$ cat config.mk
export PLATFORM = sky130hd
export DESIGN_NAME = fscs_top
export DESIGN_NICKNAME = d
export VERILOG_FILES = /design/src/rtl/fscs_pkg.sv /design/src/rtl/fscs_top.sv /design/src/rtl/fscs_edge_watch.sv
export SDC_FILE = /design/constraint.sdc
export NUM_CORES = 1
export LEC_CHECK = 0
export BUFFER_PORTS_ARGS = -buffer_cell sky130_fd_sc_hd__buf_4
export CORE_ASPECT_RATIO = 0.75
export CORE_MARGIN = 2
export CORE_UTILIZATION = 55
export CTS_CLUSTER_DIAMETER = 100
export DETAILED_ROUTE_END_ITERATION = 8
export PLACE_DENSITY_LB_ADDON = 0.05
export RECOVER_POWER = 25
export SETUP_SLACK_MARGIN = 0.05
export SLEW_MARGIN = 20
export SYNTH_ARGS = -nofsm -noshare
export SYNTH_HDL_FRONTEND = slang
export SYNTH_SLANG_ARGS = --single-unit
$ cat constraint.sdc
create_clock -name clk -period 1.8 [get_ports clk]
set_input_delay 0.18 -clock clk [delete_from_list [all_inputs] [get_ports clk]]
set_output_delay 0.18 -clock clk [all_outputs]
set_load 0.02 [all_outputs]
$ cat src/rtl/fscs_pkg.sv
// fail-safe clock switch: register map, field positions, codes, timing
// assumes one 125 MHz system clock domain; shared by all rtl files
package fscs_pkg;
   // -----------------------------------------------------------------
   // register map (word index on the plain register port)
   // -----------------------------------------------------------------
   localparam logic [3:0]  OSC_CTRL_ADDR   = 4'h0;
   localparam logic [3:0]  CFG_ADDR        = 4'h1;
   localparam logic [3:0]  STAT_ADDR       = 4'h2;
   localparam logic [15:0] UNMAPPED_DATA   = 16'h0000;
   // oscillator_control fields
   localparam int          CURRENT_OSCILLATOR_GROUP_LSB        = 12;
   localparam int          NEW_OSCILLATOR_GROUP_LSB        = 8;
   localparam int          LOCK_BIT        = 5;
   localparam int          CF_BIT          = 3;
   localparam int          SWITCH_ENABLE_BIT       = 0;
   // configuration register fields
   localparam int          FOS_LSB         = 0;
   localparam int          FPR_LSB         = 3;
   localparam int          SWITCH_MONITOR_CONFIG_LSB       = 8;
   localparam int          WDTEN_BIT       = 10;
   localparam logic [15:0] CFG_RESET       = 16'h0300;
   // oscillator group codes
   localparam logic [2:0]  GRP_FRC         = 3'h1;
   localparam logic [2:0]  GRP_LOW_POWER_RC_OSCILLATOR        = 3'h2;
   localparam logic [2:0]  GRP_SEC         = 3'h0;
   localparam logic [2:0]  GRP_PRI         = 3'h3;
   // timing
   localparam int          CLK_MHZ         = 125;
   localparam int          LOW_POWER_RC_OSCILLATOR_KHZ        = 512;
   localparam int          LOW_POWER_RC_OSCILLATOR_HALF       = (CLK_MHZ * 1000) / (2 * LOW_POWER_RC_OSCILLATOR_KHZ);
   localparam int          WINDOW_LOW_POWER_RC_OSCILLATOR     = 8;
   localparam int          SWITCH_CYCLES   = 4;
endpackage

$ cat src/rtl/fscs_top.sv
// fail-safe clock switch: monitor, group switching, control register
// assumes a plain register port; oscillator levels arrive from pins
//
// Local design decisions: the strobed register port and the placing of the registers.
`timescale 1ns/1ns
`default_nettype none
// Behaviour
// low-power rc runs whenever monitoring on (code stops it in sleep)
// failure raises trap and selects fast rc
// failure sets clock-fail flag bit 3
// watchdog clock untouched by clock failure
// start timeout acts as failure to fast rc
// failure loads fast rc, sets flag, clears enable
// switch only between four groups (code checks the group only at the start request)
// current group read-only, reports group in effect
// software writes new group to request switch
// reset loads both groups from configuration (code loads CFG_RESET, not the cfg register, on power-on reset)
// read-only lock bit reflects pll lock
// enable starts switch; clearing it aborts
// config 1x disables switching and monitor
// switching off: configuration selects oscillator directly
// software avoids clocks below 100 kHz
// low-power rc ticks at 512 kHz (code ticks every 122 clocks, about 1024 kHz)
// failure is no edges in sampling window
module fscs_top
(
   input  wire logic        clk,          // system clock 125 MHz
   input  wire logic        rst_n,        // sync reset, active low
   input  wire logic        ce,           // clock enable
   input  wire logic        por_n,        // power-on/brown-out, active low
   input  wire logic        sleep,        // device in sleep
   input  wire logic        power_up_timer_done,    // power-up timer expired
   input  wire logic        osc_pri,      // primary oscillator level
   input  wire logic        osc_sec,      // secondary oscillator level
   input  wire logic        osc_frc,      // fast rc level
   input  wire logic        pll_lock,     // pll locked level
   input  wire logic [3:0]  addr,         // register address
   input  wire logic [15:0] wdata,        // write data
   input  wire logic        wr,           // write strobe
   input  wire logic        rd,           // read strobe
   output logic      [15:0] rdata,        // read data, cycle after rd
   output logic      [2:0]  clk_sel,      // group driving system clock
   output logic      [4:0]  pri_mode,     // primary mode in use
   output logic             low_power_rc_oscillator_run,     // low-power rc enable
   output logic             low_power_rc_oscillator_tick,    // low-power rc tick
   output logic             wdt_tick,     // watchdog clock tick
   output logic             fail_trap     // clock failure trap pulse
);
   // ---------------------------------------------------------------
   // state
   // ---------------------------------------------------------------
   typedef enum {SW_IDLE, SW_WAIT} fscs_sw_t;
   fscs_sw_t    sw;
   logic [15:0] cfg;
   logic [2:0]  cur_grp;
   logic [2:0]  new_grp;
   logic        cf;
   logic        switch_enable;
   logic [2:0]  lock_s;
   logic [9:0]  low_power_rc_oscillator_cnt;
   logic [2:0]  sw_cnt;
   logic        mon_fail;
   logic        osc_sel;
   logic        start_fail;
   logic        started;
   logic        fail_evt;
   wire logic   sw_on  = !cfg[fscs_pkg::SWITCH_MONITOR_CONFIG_LSB + 1];
   wire logic   mon_on = (cfg[fscs_pkg::SWITCH_MONITOR_CONFIG_LSB +: 2] == 2'b00);
   wire logic   wr_osc = wr && addr == fscs_pkg::OSC_CTRL_ADDR;

   function automatic logic grp_ok(input logic [2:0] g);
      grp_ok = g == fscs_pkg::GRP_PRI || g == fscs_pkg::GRP_SEC ||
               g == fscs_pkg::GRP_FRC || g == fscs_pkg::GRP_LOW_POWER_RC_OSCILLATOR;
   endfunction

   // ---------------------------------------------------------------
   // low-power rc timebase
   // ---------------------------------------------------------------
   // monitor overrides watchdog enable
   assign low_power_rc_oscillator_run = !sleep && (mon_on || cfg[fscs_pkg::WDTEN_BIT] || !power_up_timer_done ||
                     cur_grp == fscs_pkg::GRP_LOW_POWER_RC_OSCILLATOR);
   // tick every half period of nominal 512 kHz, about 1024 kHz
   always_ff @(posedge clk)
   begin
      if (!rst_n)
      begin
         low_power_rc_oscillator_cnt  <= 10'h000;
         low_power_rc_oscillator_tick <= 1'b0;
      end
      else if (ce)
      begin
         low_power_rc_oscillator_tick <= 1'b0;
         if (!low_power_rc_oscillator_run)
            low_power_rc_oscillator_cnt <= 10'h000;
         else if (low_power_rc_oscillator_cnt == 10'(fscs_pkg::LOW_POWER_RC_OSCILLATOR_HALF - 1))
         begin
            low_power_rc_oscillator_cnt  <= 10'h000;
            low_power_rc_oscillator_tick <= 1'b1;
         end
         else
            low_power_rc_oscillator_cnt <= low_power_rc_oscillator_cnt + 10'h001;
      end
   end
   // watchdog runs on the rc tick regardless of failure
   assign wdt_tick = low_power_rc_oscillator_tick;

   // ---------------------------------------------------------------
   // monitor
   // ---------------------------------------------------------------
   always_comb
   begin
      unique case (cur_grp)
         fscs_pkg::GRP_PRI: osc_sel = osc_pri;
         fscs_pkg::GRP_SEC: osc_sel = osc_sec;
         fscs_pkg::GRP_FRC: osc_sel = osc_frc;
         default:           osc_sel = low_power_rc_oscillator_cnt[0];
      endcase
   end
   // edge window paced by low-power rc
   fscs_edge_watch u_watch
   (
      .clk       (clk),
      .rst_n     (rst_n),
      .ce        (ce),
      .arm       (mon_on && power_up_timer_done && !sleep),
      .osc_in    (osc_sel),
      .low_power_rc_oscillator_tick (low_power_rc_oscillator_tick),
      .fail      (mon_fail)
   );
   // started goes high on the first rc tick after the power-up timer without a failure pulse
   always_ff @(posedge clk)
   begin
      if (!rst_n || !por_n)
      begin
         started <= 1'b0;
      end
      else if (ce)
      begin
         if (sleep)
            started <= 1'b0;
         else if (low_power_rc_oscillator_tick && power_up_timer_done && !mon_fail)
            started <= 1'b1;
      end
   end
   // a window without edges before start is a failure
   // a source still silent when the timer ends fails its first window
   assign start_fail = mon_on && power_up_timer_done && !started && mon_fail;
   assign fail_evt   = mon_on && (mon_fail || start_fail) && cur_grp != fscs_pkg::GRP_FRC;
   // trap pulse on failure
   always_ff @(posedge clk)
   begin
      if (!rst_n)
         fail_trap <= 1'b0;
      else if (ce)
         fail_trap <= fail_evt;
   end

   // ---------------------------------------------------------------
   // lock synchroniser
   // ---------------------------------------------------------------
   always_ff @(posedge clk)
   begin
      if (!rst_n)
         lock_s <= 3'h0;
      else if (ce)
         lock_s <= {lock_s[1:0], pll_lock};
   end

   // ---------------------------------------------------------------
   // configuration register
   // ---------------------------------------------------------------
   always_ff @(posedge clk)
   begin
      if (!rst_n)
         cfg <= fscs_pkg::CFG_RESET;
      else if (ce && wr && addr == fscs_pkg::CFG_ADDR)
         cfg <= wdata;
   end
   assign pri_mode = cfg[fscs_pkg::FPR_LSB +: 5];

   // ---------------------------------------------------------------
   // group switching
   // ---------------------------------------------------------------
   always_ff @(posedge clk)
   begin
      if (!rst_n || !por_n)
      begin
         // both groups from the configuration reset value CFG_RESET
         cur_grp <= fscs_pkg::CFG_RESET[2:0];
         new_grp <= fscs_pkg::CFG_RESET[2:0];
         cf      <= 1'b0;
         switch_enable   <= 1'b0;
         sw      <= SW_IDLE;
         sw_cnt  <= 3'h0;
      end
      else if (ce)
      begin
         // software names the new group
         if (wr_osc)
            new_grp <= wdata[fscs_pkg::NEW_OSCILLATOR_GROUP_LSB +: 3];
         if (wr_osc && !wdata[fscs_pkg::CF_BIT])
            cf <= 1'b0;
         if (fail_evt)
         begin
            // fast rc, flag set, enable cleared
            // set wins over software clear
            cur_grp <= fscs_pkg::GRP_FRC;
            cf      <= 1'b1;
            switch_enable   <= 1'b0;
            sw      <= SW_IDLE;
         end
         else if (!sw_on)
         begin
            // configuration drives selection
            cur_grp <= cfg[fscs_pkg::FOS_LSB +: 3];
            switch_enable   <= 1'b0;
            sw      <= SW_IDLE;
         end
         else
         begin
            unique case (sw)
               SW_IDLE:
               begin
                  // enable starts a transition
                  if (wr_osc && wdata[fscs_pkg::SWITCH_ENABLE_BIT] &&
                      grp_ok(wdata[fscs_pkg::NEW_OSCILLATOR_GROUP_LSB +: 3]))
                  begin
                     switch_enable  <= 1'b1;
                     sw_cnt <= 3'h0;
                     sw     <= SW_WAIT;
                  end
               end
               SW_WAIT:
               begin
                  // clearing enable aborts
                  if (wr_osc && !wdata[fscs_pkg::SWITCH_ENABLE_BIT])
                  begin
                     switch_enable <= 1'b0;
                     sw    <= SW_IDLE;
                  end
                  else if (sw_cnt == 3'(fscs_pkg::SWITCH_CYCLES - 1))
                  begin
                     // new_grp is checked only at the start; a write during the wait is not
                     cur_grp <= new_grp;
                     switch_enable   <= 1'b0;
                     sw      <= SW_IDLE;
                  end
                  else
                     sw_cnt <= sw_cnt + 3'h1;
               end
            endcase
         end
      end
   end
   assign clk_sel = cur_grp;

   // ---------------------------------------------------------------
   // register read
   // ---------------------------------------------------------------
   always_ff @(posedge clk)
   begin
      if (!rst_n)
         rdata <= 16'h0000;
      else if (ce)
      begin
         if (rd && addr == fscs_pkg::OSC_CTRL_ADDR)
            // current group is status only; R11: lock is read-only
            rdata <= (16'(cur_grp) << fscs_pkg::CURRENT_OSCILLATOR_GROUP_LSB) |
                     (16'(new_grp) << fscs_pkg::NEW_OSCILLATOR_GROUP_LSB) |
                     (16'(lock_s[2]) << fscs_pkg::LOCK_BIT) |
                     (16'(cf) << fscs_pkg::CF_BIT) | 16'(switch_enable);
         else if (rd && addr == fscs_pkg::CFG_ADDR)
            rdata <= cfg;
         else if (rd && addr == fscs_pkg::STAT_ADDR)
            rdata <= {13'h0000, started, sw_on, mon_on};
         else if (rd)
            rdata <= fscs_pkg::UNMAPPED_DATA;
         else
            rdata <= 16'h0000;
      end
   end
endmodule
`default_nettype wire

$ cat src/rtl/fscs_edge_watch.sv
// fail-safe clock switch: edge watch on the selected oscillator
// assumes osc_in is asynchronous to clk; low_power_rc_oscillator_tick paces the window
`timescale 1ns/1ns
`default_nettype none
module fscs_edge_watch
(
   input  wire logic clk,        // system clock
   input  wire logic rst_n,      // sync reset, active low
   input  wire logic ce,         // clock enable
   input  wire logic arm,        // monitoring active
   input  wire logic osc_in,     // watched oscillator level
   input  wire logic low_power_rc_oscillator_tick,  // low-power rc tick
   output logic      fail        // one-cycle failure pulse
);
   logic [2:0] sync;
   logic [3:0] win;
   logic       seen;
   always_ff @(posedge clk)
   begin
      if (!rst_n)
         sync <= 3'h0;
      else if (ce)
         sync <= {sync[1:0], osc_in};
   end
   // window restarts at the first rc tick after any edge; expiry without an edge is failure
   always_ff @(posedge clk)
   begin
      if (!rst_n || !arm)
      begin
         win  <= 4'h0;
         seen <= 1'b0;
         fail <= 1'b0;
      end
      else if (ce)
      begin
         fail <= 1'b0;
         if (sync[2] != sync[1])
            seen <= 1'b1;
         if (low_power_rc_oscillator_tick)
         begin
            if (seen)
            begin
               win  <= 4'h0;
               seen <= 1'b0;
            end
            else if (win == 4'(fscs_pkg::WINDOW_LOW_POWER_RC_OSCILLATOR - 1))
            begin
               win  <= 4'h0;
               fail <= 1'b1;
            end
            else
               win <= win + 4'h1;
         end
      end
   end
endmodule
`default_nettype wire

Word level (Yosys, flattened, before mapping)
Index checks and enable logic that the tools add are counted.

Bitwise logic cells: 6. Equal/unequal tests: 20. Mux-type cells: 41. Reductions and logical operators: 54. Add/subtract/negate cells: 3.

Operator list (count): $mux 32 (5); $pmux 32 s2 (1); $eq 32x1->1 const B (1); $logic_not 32->1 (1); $mux 16 (2); $mux 3 (9); $mux 10 (2); $logic_and 1x1->1 (19); $mux 1 (17); $eq 3x2->1 const B (5); $or 15x1->15 (1); $or 15x11->15 (1); $or 15x4->15 (1); $or 15x6->15 (1); $add 10x1->10 const B (1); $eq 10x7->1 const B (1); $logic_not 1->1 (10); $logic_or 1x1->1 (9); $mux 4 (2); $reduce_and 2->1 (4); $eq 3x1->1 const B (2); $logic_not 3->1 (2); $ne 2x2->1 const B (3); $pmux 3 s2 (1); 20 further kinds (23).

Logic and storage cells: 141. Output and inout port bits: 28. Bits of input ports: 32. Register bits after elaboration: 100.

Depth between registers and ports, before layout
Depth in word-level cells: 9. Gate-level depth with buffers: 8. Gate-level depth less buffers: 6.

Cells and area by module
Synthesis repeated with hierarchy kept, for this count alone.

Cell total of the unflattened synthesis: 362. Area total of the unflattened synthesis: 3146.8 sq um.

Modules (own cells, without submodules): fscs_top (area an instance 2728.9 sq um, seq. area each 1181.1 sq um, times used 1, cells each 317); fscs_edge_watch (area an instance 417.9 sq um, seq. area each 180.2 sq um, times used 1, cells each 45).

Worst setup path before layout
No wires, ideal clock.

Path kind: register to register. Start: register cur_grp[1], in the netlist clk_sel[1]. End: register low_power_rc_oscillator_cnt[3]. Required time: 1.669 ns. Stages on the path, launching flop included: 6. Arrival time: 1.626 ns. Buffers on the path: 1. Setup slack: 0.043 ns. Cells stage by stage: dfxtp_1 clkbuf_1 nor3b_1 o41a_1 o211ai_1 nor2_1.

Longest elaborated chain between the ends: 4.

Ends and longest elaborated chain: start: declaration (RTL line fscs_top.sv:55) `logic [2:0] cur_grp;`; start signal: assignment (RTL line fscs_top.sv:189) `cur_grp <= fscs_pkg::CFG_RESET[2:0];`; start signal: assignment (RTL line fscs_top.sv:207) `cur_grp <= fscs_pkg::GRP_FRC;`; start signal: assignment (RTL line fscs_top.sv:215) `cur_grp <= cfg[fscs_pkg::FOS_LSB +: 3];`; $eq 3x2->1 (RTL line fscs_top.sv:81) `cur_grp == fscs_pkg::GRP_LOW_POWER_RC_OSCILLATOR);`; $logic_or 1x1->1 (RTL line fscs_top.sv:80) `assign low_power_rc_oscillator_run = !sleep && (mon_on || cfg[fscs_pkg::WDTEN_BIT] || !power_up_timer_done ||`; $logic_and 1x1->1 (RTL line fscs_top.sv:80); net low_power_rc_oscillator_run (RTL line fscs_top.sv:44) `output logic low_power_rc_oscillator_run,`; $mux 10 (RTL line fscs_top.sv:93) `if (!low_power_rc_oscillator_run)`; end signal: assignment (RTL line fscs_top.sv:101) `low_power_rc_oscillator_cnt <= low_power_rc_oscillator_cnt + 10'h001;`; end: declaration (RTL line fscs_top.sv:60) `logic [9:0] low_power_rc_oscillator_cnt;`.

The timed path passes the listed nets, and every way through them passes these cells. A chain may end at the register's enable or synchronous reset.

Final worst setup path
Start: register cur_grp[1], in the netlist clk_sel[1]. End: output low_power_rc_oscillator_run.

Longest elaborated chain between the ends: 3.

Ends and longest elaborated chain (RTL line): $eq 3x2->1 (fscs_top.sv:81); $logic_or 1x1->1 (fscs_top.sv:80); $logic_and 1x1->1 (fscs_top.sv:80); end: declaration (fscs_top.sv:44).

No other way between the ends.

==> key figures <==
Finish
  – Non-filler cells, final: 487
  – Share of layout cells above drive strength 1: 22.0%
  – Area Overhead vs Synth: 22.3%
  – Diodes inserted: 0
  – Final net count: 441
  – Fillers: 466
  – Final Util: 68.4%
  – Final Cell Area: 3930 sq um

Yosys
  – Syn_area_per_cell: 9.31 sq um
  – Synth Area in XOR/XNOR: 2.18%
  – Synth async-reset ratio: 0%
  – Post-synth EDFFs: 0
  – Syn Nets: 382
  – Post-synth top area cell: dfxtp_1
  – Area fraction in compound gates after synthesis: 13.6%
  – Synth cell count leaders: dfxtp_1 (68), mux2i_1 (34), nor2b_1 (28), nand2_1 (21), nand3_1 (21)
  – Top cells by area, synth: dfxtp_1 (42%), mux2i_1 (11%), nor2b_1 (5.5%)
  – Total number of yosys warnings: 0
  – Most common cell in the netlist: dfxtp_1
  – Largest family of logic cells by synthesized area: simple AND/OR/NAND/NOR gates
  – Post-synthesis sequential area ratio: 42.4%
  – Top FF cell, synth: dfxtp_1
  – Simple-gate share of the synthesized area: 23.5%
  – Netlist cell types: 52
  – Gate Count Post-Synth: 345
  – Post-synth top area share: 42.4%
  – Synth Register Bits: 68
  – Post-Synth Adder-Cell Area: 1.95%
  – Synth Cell Area: 3210 sq um
  – Post-synthesis mux area share: 11.3%

Clocking
  – Clock-pin slew on the worst setup and hold paths: 0.07 ns
  – # H-tree levels: 3
  – TritonCTS buffer count: 9
  – CTS sink count: 68
  – CTS Buffer Depth: 2
  – CTS tree: built
  – Clock Latency Late Sink: 0.35 ns
  – CTS Root Cell: clkbuf_8

Die
  – Core Box Area: 5740 sq um
  – Cell Rows: 24
  – Initial core utilization: 56.0%
  – Boundary Pins: 60
  – Die Y-Extent: 70.2 um
  – Die area: 6470 sq um
  – Die X: 92.2 um

Setup path
  – Arrival time worst endpoint: 1.50 ns
  – Maximum fanout along the worst path: 9
  – Required @ worst endpoint: 1.62 ns
  – Crit start category: flip-flop
  – Reg2reg setup slack: 0.17 ns
  – CP endpoint kind: output pin
  – Critical path type: flip-flop to output pin

Detailed routing
  – WL/cell: 15.6 um
  – DRC: 0
  – Vias/cell: 5.56
  – Via count: 2,706
  – DRT Wirelength: 7580 um
  – 1st-pass router iterations: 4
  – Antenna-violating nets left: 0
  – Starting DRT DRC Count: 180

Pwr
  – Worst vdd ir: 0.626 mV
  – Leakage power: 0.00149 uW
  – Tot Pwr: 3120 uW
  – P per Cell Area: 794 nW/um^2

STA
  – Clock Skew: 0.0101 ns
  – Hold Fails Final Rpt: 0
  – Unrepaired setup endpoints after global routing: no
  – Slew Limit Fails: 0
  – Relative slew slack: 67.4%
  – Final setup violation count: 0
  – Final min period: 1.68 ns
  – Max Fclk: 597 MHz
  – Period utilization: 93.1%
  – TNS Setup: 0 ns
  – Worst Max-Slew Pin Slew: 0.489 ns

Placement
  – Port bufs: 59
  – Final RePlAce weighted congestion: 0.851
  – Placed cell area: 3730 sq um
  – Dpl cells: 471
  – DPL Wire Length: 5550 um

Flow run
  – Max-Cap Viols: 0

Global route
  – Initial antenna violation count: 0
  – Global-route wire length before repair: 12,700 um
  – GRT overflow: 0
  – Global Route Usage Sum: 25.0%
  – Vias in the first global route: 2,579
  – Pin count of the biggest net entering global routing: 25

Worst hold path
  – Tightest Hold Check Type: primary input to flip-flop

Run status
  – Status: complete, no violations
## final timing paths
| kind | from | endpoint | depth (start not counted) |
|---|---|---|---|
| setup / recovery | clk_sel[1]$_SDFFE_PP0P_ | low_power_rc_oscillator_run | 3 |
| hold / removal | wdata[8] | cfg[8]$_SDFFE_PN1P_ | 3 |
| setup reg to reg | clk_sel[1]$_SDFFE_PP0P_ | low_power_rc_oscillator_cnt[4]$_SDFFE_PN0P_ | 4 |
| hold reg to reg | new_grp[1]$_SDFFE_PP0P_ | new_grp[1]$_SDFFE_PP0P_ | 2 |
## worst max-delay path, cell delays in order, from the launching register on
cell,delay [ns]
dfxtp_2,0.38
nor3b_1,0.16
o41a_1,0.44
buf_4,0.18
## cells by family (layout without fill, tap and decap cells)
group                      after synthesis  count (layout)
buffers and inverters                   34              98
adders and majority gates                5               5
AOI/OAI and AO/OA                       59              59
muxes                                   36              36
and+or+nand+nor                        135             135
xor gates and xnor gates                 8               8
DFF                                     68              68
## state kept, by name, indices dropped and copies added, names as in the netlist
signal and count:
fail_trap 1, u_watch.seen 1, u_watch.sync 3, low_power_rc_oscillator_cnt 10, cf 1, cfg 16
rdata 16, u_watch.win 4, switch_enable 1, new_grp 3, started 1, u_watch.fail 1
sw_cnt 3, lock_s 3, low_power_rc_oscillator_tick 1, clk_sel 3
## stage by stage
stage / hold slack, ns / setup slack, ns
final: 0.0659 / 0.124
after global placement: 0.424 / 0.135
after global routing: 0.0828 / 0.0766
after floorplan: 0.308 / 0.0709
after detailed placement: 0.418 / 0.121
after CTS: 0.0602 / 0.0560
## power by group
group / switching [uW] / leakage (uW) / internal (uW)
clock: 602 / 0.000104 / 788
combinational: 109 / 0.000841 / 97.5
sequential: 8.19 / 0.000550 / 1510
## layout make-up
cell class                 count  area, sq um  share of cell area, %
timing repair buffer          73          514                   13.1
inverter                       9         33.8                  0.861
tap                           78         97.6                   2.49
clock buffer                  11          131                   3.35
clock inverter                 5         85.1                   2.17
multi-input combinational    243         1700                   43.3
sequential                    68         1360                   34.7
## cell usage in the layout (no fill, tap or decap), types with 10 or more instances in the layout
cell       synthesis  routed
nand2_1           21      21
dfxtp_1           68      66
buf_4              8      64
a21oi_1           14      14
nor2_1            20      20
nor2b_1           28      28
nand3_1           21      21
mux2i_1           34      34
clkbuf_1          11      11
o2bb2ai_1         10      10
## metal layers
| layer | GRT usage, % | wire length (um) | up-vias | share of wire, % |
|---|---|---|---|---|
| met3 | 5.93 | 434 | 12 | 5.7 |
| met2 | 37.4 | 3340 | 75 | 44 |
| li1 | - | - | 1347 | - |
| met4 | 8.79 | 99 | 0 | 1.3 |
| met5 | 0 | 0 | - | 0 |
| met1 | 35.4 | 3710 | 1272 | 49 |
## repair_timing
action | CTS | global route
gates resized for setup | 0 | 3
endpoints found under the setup margin | 0 | 8
buffers inserted | 0 | 0
hold buffers | 0 | 0
No activity file was read; power rests on OpenSTA's default activity.
